==> src/common/pwm_pkg.sv <==
package pwm_pkg;

	// -----------------------------------------------------------------
	// Register map, byte addresses on the APB bus.
	// -----------------------------------------------------------------
	localparam logic [7:0] CONFIGURE_OFFS  = 8'h00;
	localparam logic [7:0] CONTROL_OFFS    = 8'h04;
	localparam logic [7:0] SOURCE_OFFS     = 8'h08;
	localparam logic [7:0] MODULO_OFFS     = 8'h0c;
	localparam logic [7:0] DUTY_BASE_OFFS  = 8'h10;
	localparam logic [7:0] STATUS_OFFS     = 8'h28;
	localparam logic [7:0] LIMIT_OFFS      = 8'h2c;

	// Field positions in configure_reg.
	localparam int CFG_RUN_BIT    = 0;
	localparam int CFG_EDGE_BIT   = 1;
	localparam int CFG_INDEP_LSB  = 2;
	localparam int CFG_WAIT_BIT   = 5;
	localparam int CFG_DEBUG_BIT  = 6;
	localparam int CFG_FAST_BIT   = 7;

	// Field positions in the control register.
	localparam int CTL_LOAD_OKAY_BIT   = 0;
	localparam int CTL_PRSC_LSB   = 1;
	localparam int CTL_RATE_LSB   = 3;
	localparam int CTL_HALF_BIT   = 7;

	// Field positions in source_control_reg.
	localparam int SRC_INV_LSB    = 0;
	localparam int SRC_SEL_LSB    = 8;

	// Values after reset.
	localparam logic [7:0]  CONFIGURE_RST = 8'h00;
	localparam logic [14:0] MODULO_RST    = 15'h0000;
	localparam logic [15:0] LIMIT_LO_RST  = 16'h0000;
	localparam logic [15:0] LIMIT_HI_RST  = 16'hffff;

	// Operation clock is one third of the fast clock when not selected.
	localparam logic [1:0]  SLOW_DIV_LAST = 2'h2;

	// Drive source of one output pair.
	typedef enum logic [1:0] {
		SRC_GENERATOR = 2'b00,
		SRC_GPIO      = 2'b01,
		SRC_TIMER     = 2'b10,
		SRC_ADC       = 2'b11
	} pair_src_e;

	// APB request and answer.
	typedef struct packed {
		logic        psel;
		logic        penable;
		logic        pwrite;
		logic [7:0]  paddr;
		logic [31:0] pwdata;
	} apb_req_s;

	typedef struct packed {
		logic [31:0] prdata;
		logic        pready;
		logic        pslverr;
	} apb_rsp_s;

	// Power mode requests from the system.
	typedef struct packed {
		logic stop;
		logic wait_mode;
		logic debug;
	} mode_req_s;

endpackage

==> src/core/pwm_tick_divider.sv <==
`timescale 1ns/10ps

// Counting clock enable: operation clock select then divide by 1, 2, 4 or 8.
module pwm_tick_divider
	import pwm_pkg::*;
(
	input  wire logic       clk_i,
	input  wire logic       rst_n_i,
	input  wire logic       run_i,
	input  wire logic       fast_i,
	input  wire logic [1:0] prescale_i,
	output logic            tick_o
);

	typedef struct packed {
		logic [1:0] slow_cnt;
		logic [2:0] pre_cnt;
	} div_state_s;

	div_state_s st_q;
	div_state_s st_d;
	logic       op_en;
	logic [2:0] pre_last;

	// -----------------------------------------------------------------
	// Divider chain.
	// -----------------------------------------------------------------

	// Operation enable, then the prescaler on top of it.
	always_comb begin
		st_d     = st_q;
		pre_last = 3'((4'h1 << prescale_i) - 4'h1);
		op_en    = fast_i || (st_q.slow_cnt == SLOW_DIV_LAST);
		tick_o   = 1'b0;
		if (!run_i) begin
			st_d = '0;
		end else begin
			st_d.slow_cnt = (st_q.slow_cnt == SLOW_DIV_LAST) ? 2'h0 : st_q.slow_cnt + 2'h1;
			if (op_en) begin
				if (st_q.pre_cnt >= pre_last) begin
					st_d.pre_cnt = 3'h0;
					tick_o       = 1'b1;
				end else begin
					st_d.pre_cnt = st_q.pre_cnt + 3'h1;
				end
			end
		end
	end

	// State register.
	always_ff @(posedge clk_i or negedge rst_n_i) begin
		if (!rst_n_i) begin
			st_q <= '0;
		end else begin
			st_q <= st_d;
		end
	end

endmodule // pwm_tick_divider

==> src/core/pwm_six_channel.sv <==
// The APB interface to the registers and the register addresses were left to the implementer.
`timescale 1ns/10ps

module pwm_six_channel
	import pwm_pkg::*;
#(
	parameter int CHANNELS = 6,
	parameter int PAIRS    = 3
) (
	input  wire logic                CLOCK_I,
	input  wire logic                RST_N_I,
	input  wire apb_req_s            APB_REQ_I,
	output apb_rsp_s                 APB_RSP_O,
	input  wire mode_req_s           MODE_I,
	input  wire logic [PAIRS-1:0]    PAIR_GPIO_I,
	input  wire logic [PAIRS-1:0]    TIMER_I,
	input  wire logic [15:0]         ADC_RESULT_I,
	input  wire logic                ADC_VALID_I,
	output logic [CHANNELS-1:0]      PWM_O,
	output logic                     SYNC_O
);

	// -----------------------------------------------------------------
	// State.
	// -----------------------------------------------------------------

	typedef struct packed {
		logic [7:0]                cfg;
		logic                      load_okay;
		logic [1:0]                prescale_buf;
		logic [1:0]                prescale_act;
		logic [3:0]                reload_rate;
		logic                      half_reload;
		logic [CHANNELS-1:0]       compare_invert;
		logic [2*PAIRS-1:0]        src_sel;
		logic [14:0]               mod_buf;
		logic [14:0]               mod_act;
		logic [CHANNELS-1:0][15:0] duty_buf;
		logic [CHANNELS-1:0][15:0] duty_act;
		logic [15:0]               lim_lo;
		logic [15:0]               lim_hi;
		logic [14:0]               cnt;
		logic                      down;
		logic [3:0]                reload_cnt;
		logic [PAIRS-1:0]          adc_drive;
		logic [PAIRS-1:0]          gpio_s1;
		logic [PAIRS-1:0]          gpio_s2;
		logic [CHANNELS-1:0]       pwm;
		logic                      sync;
		logic [31:0]               prdata;
	} pwm_state_s;

	pwm_state_s st_q;
	pwm_state_s st_d;

	logic                tick;
	logic                run;
	logic                edge_mode;
	logic                wr_en;
	logic                rd_setup;
	logic                mapped;
	logic                bypass_all;
	logic                period_end;
	logic                half_point;
	logic                reload;
	logic                hold_off;
	logic [14:0]         cnt_n;
	logic                down_n;
	logic [CHANNELS-1:0] cmp;
	logic [CHANNELS-1:0] drive;
	logic [PAIRS-1:0]    pair_src;
	logic [31:0]         rd_val;
	logic [4:0]          duty_idx;

	assign run       = st_q.cfg[CFG_RUN_BIT];
	assign edge_mode = st_q.cfg[CFG_EDGE_BIT];

	// -----------------------------------------------------------------
	// Counting clock enable.
	// -----------------------------------------------------------------

	// Only the active prescaler value reaches the divider.
	pwm_tick_divider u_div (
		.clk_i      (CLOCK_I),
		.rst_n_i    (RST_N_I),
		.run_i      (run),
		.fast_i     (st_q.cfg[CFG_FAST_BIT]),
		.prescale_i (st_q.prescale_act),
		.tick_o     (tick)
	);

	// -----------------------------------------------------------------
	// Helpers.
	// -----------------------------------------------------------------

	// Negative duty values count as zero.
	function automatic logic [15:0] clamp_duty(input logic [15:0] v);
		clamp_duty = v[15] ? 16'h0000 : v;
	endfunction

	// Compare output from the counter value it holds now.
	function automatic logic compare_out(input logic [15:0] duty, input logic [14:0] c,
			input logic dn, input logic edge_align_sel, input logic inv);
		logic [15:0] d;
		logic [15:0] cw;
		logic        act;
		d  = clamp_duty(duty);
		cw = {1'b0, c};
		if (edge_align_sel) begin
			act = (d != 16'h0000) && (cw <= d);
		end else if (dn) begin
			act = (cw <= d) && (d != 16'h0000);
		end else begin
			act = (cw < d);
		end
		compare_out = act ^ inv;
	endfunction

	// -----------------------------------------------------------------
	// Bus decode.
	// -----------------------------------------------------------------

	// Setup phase loads read data; access phase commits writes, zero wait.
	assign rd_setup = APB_REQ_I.psel && !APB_REQ_I.penable;
	assign wr_en    = APB_REQ_I.psel && APB_REQ_I.penable && APB_REQ_I.pwrite;
	assign duty_idx = 5'((APB_REQ_I.paddr - DUTY_BASE_OFFS) >> 2);
	assign mapped   = (APB_REQ_I.paddr[1:0] == 2'b00) && (APB_REQ_I.paddr <= LIMIT_OFFS);

	// Read multiplexer.
	always_comb begin
		rd_val = 32'h0000_0000;
		unique case (APB_REQ_I.paddr)
			CONFIGURE_OFFS: rd_val = {24'h0, st_q.cfg};
			CONTROL_OFFS:   rd_val = {24'h0, st_q.half_reload, st_q.reload_rate,
			                          st_q.prescale_buf, st_q.load_okay};
			SOURCE_OFFS:    rd_val = {18'h0, st_q.src_sel, 2'h0, st_q.compare_invert};
			MODULO_OFFS:    rd_val = {17'h0, st_q.mod_buf};
			STATUS_OFFS:    rd_val = {10'h0, st_q.pwm, st_q.down, st_q.cnt};
			LIMIT_OFFS:     rd_val = {st_q.lim_hi, st_q.lim_lo};
			default: begin
				if (APB_REQ_I.paddr >= DUTY_BASE_OFFS && APB_REQ_I.paddr < STATUS_OFFS) begin
					rd_val = {16'h0, st_q.duty_buf[duty_idx[2:0]]};
				end
			end
		endcase
	end

	// -----------------------------------------------------------------
	// Source selection.
	// -----------------------------------------------------------------

	// Sync and reload writes stop when every pair shares one outside source.
	assign bypass_all = (st_q.src_sel[1:0] != SRC_GENERATOR) &&
	                    (st_q.src_sel[1:0] == st_q.src_sel[3:2]) &&
	                    (st_q.src_sel[1:0] == st_q.src_sel[5:4]);

	// Power modes that silence the outputs.
	assign hold_off = MODE_I.stop ||
	                  (MODE_I.wait_mode && !st_q.cfg[CFG_WAIT_BIT]) ||
	                  (MODE_I.debug && !st_q.cfg[CFG_DEBUG_BIT]);

	// Per pair: pick the drive, then pair it up or keep both outputs apart.
	for (genvar p = 0; p < PAIRS; p++) begin : g_pair
		always_comb begin
			unique case (pair_src_e'(st_q.src_sel[2*p +: 2]))
				SRC_GENERATOR: pair_src[p] = cmp[2*p];
				SRC_GPIO:      pair_src[p] = st_q.gpio_s2[p];
				SRC_TIMER:     pair_src[p] = TIMER_I[p];
				SRC_ADC:       pair_src[p] = st_q.adc_drive[p];
			endcase
			if (st_q.cfg[CFG_INDEP_LSB + p]) begin
				drive[2*p]   = pair_src[p];
				drive[2*p+1] = (st_q.src_sel[2*p +: 2] == SRC_GENERATOR) ? cmp[2*p+1]
				                                                          : pair_src[p];
			end else begin
				drive[2*p]   = pair_src[p];
				drive[2*p+1] = !pair_src[p];
			end
		end
	end

	// -----------------------------------------------------------------
	// Counter and reload timing.
	// -----------------------------------------------------------------

	// Next counter value and the reload points it passes.
	always_comb begin
		cnt_n      = st_q.cnt;
		down_n     = st_q.down;
		period_end = 1'b0;
		half_point = 1'b0;
		if (!run) begin
			cnt_n  = 15'h0000;
			down_n = 1'b0;
		end else if (tick) begin
			if (edge_mode) begin
				down_n = 1'b0;
				if (st_q.cnt >= st_q.mod_act || st_q.cnt == 15'h0000) begin
					cnt_n      = 15'h0001;
					period_end = 1'b1;
				end else begin
					cnt_n = st_q.cnt + 15'h0001;
				end
			end else if (!st_q.down) begin
				if (16'(st_q.cnt) + 16'h0001 >= 16'(st_q.mod_act)) begin
					cnt_n      = st_q.mod_act;
					down_n     = 1'b1;
					half_point = 1'b1;
				end else begin
					cnt_n = st_q.cnt + 15'h0001;
				end
			end else begin
				if (st_q.cnt <= 15'h0001) begin
					cnt_n      = 15'h0000;
					down_n     = 1'b0;
					period_end = 1'b1;
				end else begin
					cnt_n = st_q.cnt - 15'h0001;
				end
			end
		end
	end

	// Reload at every Nth boundary, counting half points when asked.
	assign reload = (period_end || (half_point && st_q.half_reload)) &&
	                (st_q.reload_cnt == st_q.reload_rate);

	// -----------------------------------------------------------------
	// Compare outputs.
	// -----------------------------------------------------------------

	// One comparator per channel, all against the shared counter.
	for (genvar c = 0; c < CHANNELS; c++) begin : g_cmp
		assign cmp[c] = compare_out(st_q.duty_act[c], st_q.cnt, st_q.down, edge_mode,
		                            st_q.compare_invert[c]);
	end

	// -----------------------------------------------------------------
	// Next state.
	// -----------------------------------------------------------------

	always_comb begin
		st_d         = st_q;
		st_d.cnt     = cnt_n;
		st_d.down    = down_n;
		st_d.sync    = 1'b0;
		st_d.gpio_s1 = PAIR_GPIO_I;
		st_d.gpio_s2 = st_q.gpio_s1;
		if (rd_setup) begin
			st_d.prdata = mapped ? rd_val : 32'h0000_0000;
		end

		// Converter result against limits, holding between them.
		if (ADC_VALID_I) begin
			for (int p = 0; p < PAIRS; p++) begin
				if (ADC_RESULT_I > st_q.lim_hi) begin
					st_d.adc_drive[p] = 1'b1;
				end else if (ADC_RESULT_I < st_q.lim_lo) begin
					st_d.adc_drive[p] = 1'b0;
				end
			end
		end

		// Reload divider and buffered transfer on load okay.
		if (period_end || (half_point && st_q.half_reload)) begin
			st_d.reload_cnt = reload ? 4'h0 : st_q.reload_cnt + 4'h1;
		end
		if (reload) begin
			st_d.sync = !bypass_all;
			if (st_q.load_okay) begin
				st_d.prescale_act = st_q.prescale_buf;
				st_d.mod_act      = st_q.mod_buf;
				st_d.duty_act     = st_q.duty_buf;
				st_d.load_okay    = 1'b0;
			end
		end
		if (!run) begin
			st_d.reload_cnt = 4'h0;
		end

		// Register writes; a load okay write beats the hardware clear.
		if (wr_en && mapped) begin
			unique case (APB_REQ_I.paddr)
				CONFIGURE_OFFS: st_d.cfg = APB_REQ_I.pwdata[7:0];
				CONTROL_OFFS: begin
					st_d.prescale_buf = APB_REQ_I.pwdata[CTL_PRSC_LSB +: 2];
					st_d.reload_rate  = APB_REQ_I.pwdata[CTL_RATE_LSB +: 4];
					st_d.half_reload  = APB_REQ_I.pwdata[CTL_HALF_BIT];
					if (APB_REQ_I.pwdata[CTL_LOAD_OKAY_BIT]) begin
						st_d.load_okay = 1'b1;
					end
				end
				SOURCE_OFFS: begin
					st_d.compare_invert = APB_REQ_I.pwdata[SRC_INV_LSB +: CHANNELS];
					st_d.src_sel        = APB_REQ_I.pwdata[SRC_SEL_LSB +: 2*PAIRS];
				end
				MODULO_OFFS: begin
					if (!bypass_all) begin
						st_d.mod_buf = APB_REQ_I.pwdata[14:0];
					end
				end
				LIMIT_OFFS: begin
					st_d.lim_lo = APB_REQ_I.pwdata[15:0];
					st_d.lim_hi = APB_REQ_I.pwdata[31:16];
				end
				default: begin
					if (APB_REQ_I.paddr >= DUTY_BASE_OFFS && APB_REQ_I.paddr < STATUS_OFFS
					    && !bypass_all) begin
						st_d.duty_buf[duty_idx[2:0]] = APB_REQ_I.pwdata[15:0];
					end
				end
			endcase
		end

		// Outputs: every source held off until running, silenced in stop, and in wait or debug while CFG_WAIT_BIT or CFG_DEBUG_BIT is clear.
		st_d.pwm = (run && !hold_off) ? drive : '0;
	end

	// -----------------------------------------------------------------
	// State register.
	// -----------------------------------------------------------------

	always_ff @(posedge CLOCK_I or negedge RST_N_I) begin
		if (!RST_N_I) begin
			st_q         <= '0;
			st_q.cfg     <= CONFIGURE_RST;
			st_q.mod_buf <= MODULO_RST;
			st_q.mod_act <= MODULO_RST;
			st_q.lim_lo  <= LIMIT_LO_RST;
			st_q.lim_hi  <= LIMIT_HI_RST;
		end else begin
			st_q <= st_d;
		end
	end

	// -----------------------------------------------------------------
	// Outputs.
	// -----------------------------------------------------------------

	assign PWM_O             = st_q.pwm;
	assign SYNC_O            = st_q.sync;
	assign APB_RSP_O.prdata  = st_q.prdata;
	assign APB_RSP_O.pready  = 1'b1;
	assign APB_RSP_O.pslverr = APB_REQ_I.psel && APB_REQ_I.penable && !mapped;

endmodule // pwm_six_channel

==> config.mk <==
export PLATFORM = sky130hd
export DESIGN_NAME = pwm_six_channel
export DESIGN_NICKNAME = d
export VERILOG_FILES = /design/src/common/pwm_pkg.sv /design/src/core/pwm_tick_divider.sv /design/src/core/pwm_six_channel.sv
export SDC_FILE = /design/constraint.sdc
export NUM_CORES = 1
export LEC_CHECK = 0
export BUFFER_PORTS_ARGS = -buffer_cell sky130_fd_sc_hd__buf_2
export CORE_UTILIZATION = 30
export DETAILED_ROUTE_END_ITERATION = 10
export GPL_ROUTABILITY_DRIVEN = 1
export PLACE_DENSITY = 0.59
export SLEW_MARGIN = 10
export SYNTH_ARGS = -nofsm -noshare
export SYNTH_HDL_FRONTEND = slang
export SYNTH_SLANG_ARGS = --single-unit
==> constraint.sdc <==
create_clock -name CLOCK_I -period 3.6 [get_ports CLOCK_I]
set_input_delay 0.54 -clock CLOCK_I [delete_from_list [all_inputs] [get_ports CLOCK_I]]
set_output_delay 0.54 -clock CLOCK_I [all_outputs]
set_load 0.005 [all_outputs]
Yosys cells after proc, flatten, opt, wreduce, memory -nomap -nowiden
Cells that the tools add are included.

Shift operators: 1. Reductions and logical operators: 59. Bitwise logic cells: 8. Eq/ne operators: 21. Multiplexer cells: 76. Magnitude comparators: 23. Add/subtract/negate cells: 8.

Operators by type and width (number): $mux W15 (13); $pmux W32 S6 (1); $bwmux W96 (1); $reduce_bool A16 Y1 (6); $le A15 B15 Y1 (6); $lt A15 B15 Y1 (6); $bmux W16 S3 (1); $demux W16 S3 (1); $mux W16 (3); $mux W1 (39); $mux W32 (1); $logic_and A1 B1 Y1 (22); $add A15 B1 Y16 const B (1); $eq A8 B4 Y1 const B (2); $eq A8 B6 Y1 const B (2); $ge A16 B15 Y1 (1); $gt A16 B16 Y1 (1); $lt A16 B16 Y1 (1); $add A15 B1 Y15 const B (1); $ge A15 B15 Y1 (1); $le A15 B1 Y1 const B (1); $logic_not A15 Y1 (1); $sub A15 B1 Y15 const B (1); $eq A2 B2 Y1 const B (7); 33 further kinds (76).

Output and inout port bits: 41. Bits of input ports: 71. Word-level logic and storage cells: 231. Bits in registers: 355.

Depth between registers and ports, before layout
Word-level depth: 15. Depth in mapped cells: 17. Gate-level depth less buffers: 14.

Hierarchy
Synthesis repeated with hierarchy kept, for this count alone.

Cell total of the unflattened synthesis: 1915. Area, all modules: 21026.4 sq um.

Modules (own cells, without submodules): pwm_six_channel (area an instance 20692.3 sq um, times used 1, cells each 1880, sequential area each 8778.4 sq um); pwm_tick_divider (area an instance 334.1 sq um, times used 1, cells each 35, sequential area each 125.1 sq um).

Worst setup path after synthesis
OpenSTA, ideal clock, no wires.

Path type: register -> register. Start: register st_q[54] in the netlist's numbering. End: register st_q[100] in the netlist's numbering. Buffers on the path: 3. Required time: 3475 ps. Setup time: 125 ps. Cell stages (with the launch flop): 17. Slack: -334 ps. Clock period less this slack: 3934 ps. Arrival: 3809 ps. Path through: dfrtp_1 > ha_1 > nand3_1 > or2_2 > nor3_1 > xor2_1 > ha_1 > nand3_1 > nor3_1 > o221ai_1 > and2_1 > o22a_1 > clkbuf_1 > nor2_1 > buf_2 > buf_2 > mux2_2.

Word-level cells in the longest chain between the ends: 11. Elaborated cells between the ends (all ways): 21. Classes of those cells: add/sub: 1; order compare: 3; mux: 11; reduce/logical: 6.

Ends and longest elaborated chain: start, declared (RTL line pwm_six_channel.sv:53) `pwm_state_s st_q;`; start signal, assigned (RTL line pwm_six_channel.sv:332) `st_q <= st_d;`; $add A15 B1 Y16 (RTL line pwm_six_channel.sv:205) `if (16'(st_q.cnt) + 16'h0001 >= 16'(st_q.mod_act)) begin`; $ge A16 B15 Y1 (RTL line pwm_six_channel.sv:205); $mux W1 (RTL line pwm_six_channel.sv:205); $mux W1 (RTL line pwm_six_channel.sv:204) `end else if (!st_q.down) begin`; $mux W1 (RTL line pwm_six_channel.sv:196) `if (edge_mode) begin`; $mux W1 (RTL line pwm_six_channel.sv:195) `end else if (tick) begin`; $mux W1 (RTL line pwm_six_channel.sv:192) `if (!run) begin`; $logic_and A1 B1 Y1 (RTL line pwm_six_channel.sv:225) `assign reload = (period_end || (half_point && st_q.half_reload)) &&`; $logic_or A1 B1 Y1 * (RTL line pwm_six_channel.sv:225); $logic_and A1 B1 Y1 * (RTL line pwm_six_channel.sv:225); $reduce_and A2 Y1 (no source line) *.

Mark *: on every way between the ends. The rest lies on a longest branch, timed or not. A chain may end at the register's enable or synchronous reset.

Worst setup path after layout
Start: register st_q[53] in the netlist's numbering. End: register st_q[128] in the netlist's numbering.

The elaborated chain is that of the path after synthesis.

==> flow_summary.toml <==
[run_status]
status = "complete, no violations"

[synthesis]
netlist.area_leader.share_pct = 41.7
synth-async-reset-ratio_pct = 100
syn_area_per_cell_sq_um = 10.8
synth_nets = 2115
synth_most_common_cell = "dfrtp_1"
synthTopCellsByArea = "dfrtp_1 42%, mux2_2 14%, ha_1 9.8%"
synth_flop_cell = "dfrtp_1"
synth_seq_cells = 355
yosys.area.top_type = "dfrtp_1"
synthTopCellsByCount = "339 x dfrtp_1, 251 x mux2_2, 182 x nand2_1, 159 x ha_1, 115 x o21ai_0"
synth_cells = 1885
syn_area_sq_um = 20300
synth_cell_types = 74
synth-seq-area-share_pct = 43.8
yosys_warnings = 0
synth_enable_flop_cells = 0

[global_route]
grt_max_degree = 92
antenna_found_initial = 11
grtUsageTotal_pct = 19.4
gr-total-overflow = 0
grt_pass1_wl_um = 101000
grt_pass1_vias = 15900

[detailed_routing]
wire_per_inst_um = 23.8
vias = 15900
drc = 0
wl_um = 69000
avgViaCountPerCell = 5.49
first_pass_iters = 8
drtIter0Drc = 1605
final_antenna_net_count = 0

[placement]
hpwl_um = 49800
port_buffers = 110
dpl_worst_slack_ps = 29.5
routabilityCongestion = 0.899
dpl-instance-area_sq_um = 22100
dp.cells = 2811

[power_and_ir_drop]
p_comb_share_pct = 32.2
sequentialPowerShare_pct = 33.7
power.share.clock_pct = 34.0
p_int_mw = 8.14
power.net_switching_mw = 4.34
p_leak_nw = 11.3
power_mw = 12.5
peakVddDrop_mv = 0.366
power_density_nw_per_um2 = 526
swShare_pct = 34.8

[sta]
final_max_slew_viol_count = 0
layout_worst_path_cycle_share_pct = 97.9
min_period_ps = 3530
hold_slack_ps = 75.5
rsz0062_at_grt = "yes"
final_hold_viol_count = 0
setup_viol = 0
setup_tns_ps = 0
slew_headroom_pct = 34.4
fmaxAchievable_ghz = 0.284
setup_ws_ps = 74.8
max_slew.worst_pin.slew_ps = 981
clock_skew_ps = 16.2

[cells_and_area]
num-nets-final = 2221
final_util_pct = 35.4
fin_area_sq_um = 23700
layout-drive-gt1-share_pct = 28.8
stdcell_count = 2898
area_growth_pct = 16.8

[flow_run]
cap_violations = 0

[worst_setup_path]
crit_family = "simple AND/OR/NAND/NOR gates"
crit_type = "register to register"
crit_fanout = 8
worstPathArrival_ps = 3980
regToRegStartpoint = "st_q[53]"
crit_buf_inv = 2
startpoint = "st_q[53]"
worst_path_largest_cell_delay_ps = 410
crit_slowest_cell = "dfrtp_1"
worst_setup_path_start_kind = "register"
required_ps = 4050
end_kind = "register"
cp_cell_sequence = "ha_4 > nand3_1 > or2_4 > nor2_2 > xor2_1 > ha_1 > nand4_1 > nor2_1 > a211oi_1 > o21a_1 > and2_4 > o22a_1 > nor2_4 > buf_12 > clkbuf_16 > mux2_2"

[clocking]
clock_latency_ps = 580
cts_num_sinks = 355
clkTransAtPathRegs_ps = 60
cts_buffer_depth = 3
h-tree-depth = 2
cts_tree = "done"
cts_setup_buffers = 0
numCtsBuffers = 41
root_buffer = "clkbuf_16"

[floorplan]
core_sq_um = 67200
row_count = 95
die_y_um = 262
die_w_um = 262
dieArea_sq_um = 68800
start_util_pct = 30.3
pin_count = 112

[worst_hold_path]
min-delay-start = "PAIR_GPIO_I[1]"
hp-class = "primary input to register"
## power by group through the flow
stage / Combinational [mW] / Clock [mW] / Sequential (mW)
floorplan: 2.29 / 0 / 4.34
global placement: 3.75 / 0 / 4.28
detailed placement: 3.88 / 0 / 4.28
CTS: 3.90 / 4.32 / 4.21
global route: 4.38 / 4.47 / 4.22
finish: 4.02 / 4.25 / 4.21
## cells by family after synthesis
kind of cell    share of synthesized area, %
mux                                     16.9
compound gates                          12.5
flops                                   43.8
other cells                           0.0184
fa+ha+maj                               9.79
buf+inv                                 4.80
xor+xnor                                1.42
simple gates                            10.8
## cell usage in the layout (no fill, tap or decap), types with 7 or more instances in the layout
master / netlist / routed
nand2_1: 182 / 182
nor2_1: 70 / 67
nand2b_1: 34 / 33
buf_4: 41 / 68
nor3_1: 25 / 22
o41ai_1: 13 / 13
a211oi_1: 18 / 18
nor2b_1: 18 / 18
nand4_1: 33 / 33
a21o_1: 28 / 28
clkbuf_1: 74 / 9
inv_1: 68 / 68
a221oi_1: 11 / 11
a22oi_1: 8 / 8
and3_1: 12 / 12
mux4_2: 18 / 18
dfrtp_1: 339 / 336
o2bb2a_1: 8 / 8
xor2_1: 13 / 13
o21ai_0: 115 / 115
nand3_1: 26 / 26
a22o_1: 27 / 27
nor4_1: 16 / 15
mux2_2: 251 / 251
buf_2: 16 / 109
xnor2_1: 20 / 20
a222oi_1: 14 / 14
o21a_1: 7 / 7
dfstp_2: 16 / 16
clkbuf_16: 0 / 48
ha_1: 159 / 158
clkbuf_8: 0 / 9
buf_12: 0 / 9
mux2i_1: 20 / 20
a21oi_1: 85 / 85
## path summary, 6_finish.rpt
check | end | slack, ps | cells past startpoint
max | st_q[128] | 70 | 16
min | st_d[40] | 80 | 1
max reg2reg | st_q[128] | 70 | 16
min reg2reg | st_q[39] | 350 | 0
max in group asynchronous | st_q[80] | 2050 | 3
min in group asynchronous | st_q[171] | 590 | 2
## flip-flops by register name, indices dropped and copies added (netlist names)
name and cells:
APB_RSP_O 32, PWM_O 6, SYNC_O 1, edge_mode 1
run 1, st_d 3, st_q 306, u_div.st_q 5
## layout make-up
cell class	count	area [sq um]
Tap cell	873	1090
Sequential cell	355	8910
Inverter	71	267
Antenna cell	5	12.5
Multi-Input combinational cell	1319	10500
Clock buffer	59	1180
Timing Repair Buffer	203	1580
Clock inverter	13	176
Fill cell	6577	43400
## timing repair
| action | 4_1_cts | 5_1_grt |
|---|---|---|
| hold endpoints to repair | 71 | 0 |
| resized for setup | 0 | 17 |
| hold buffers | 1 | 0 |
| endpoints found under the setup margin | 0 | 131 |
## worst register-to-register path, stage by stage (launching register included)
cell,delay [ps]
dfrtp_1,410
ha_4,150
nand3_1,90
or2_4,310
nor2_2,130
xor2_1,90
ha_1,310
nand4_1,150
nor2_1,130
a211oi_1,70
o21a_1,210
and2_4,160
o22a_1,220
nor2_4,260
buf_12,210
clkbuf_16,180
mux2_2,340
## routing by layer
| metal | wire length (um) | vias to the layer above | track usage (%) | part of all wire [%] |
|---|---|---|---|---|
| li1 | - | 7072 | - | - |
| met1 | 30100 | 8085 | 26.4 | 44 |
| met2 | 31500 | 612 | 31.1 | 46 |
| met3 | 4630 | 139 | 2.90 | 6.7 |
| met4 | 2830 | 6 | 7.47 | 4.1 |
| met5 | 41 | - | 0 | 0.059 |
Note: power is estimated with default switching activity, not from simulation.
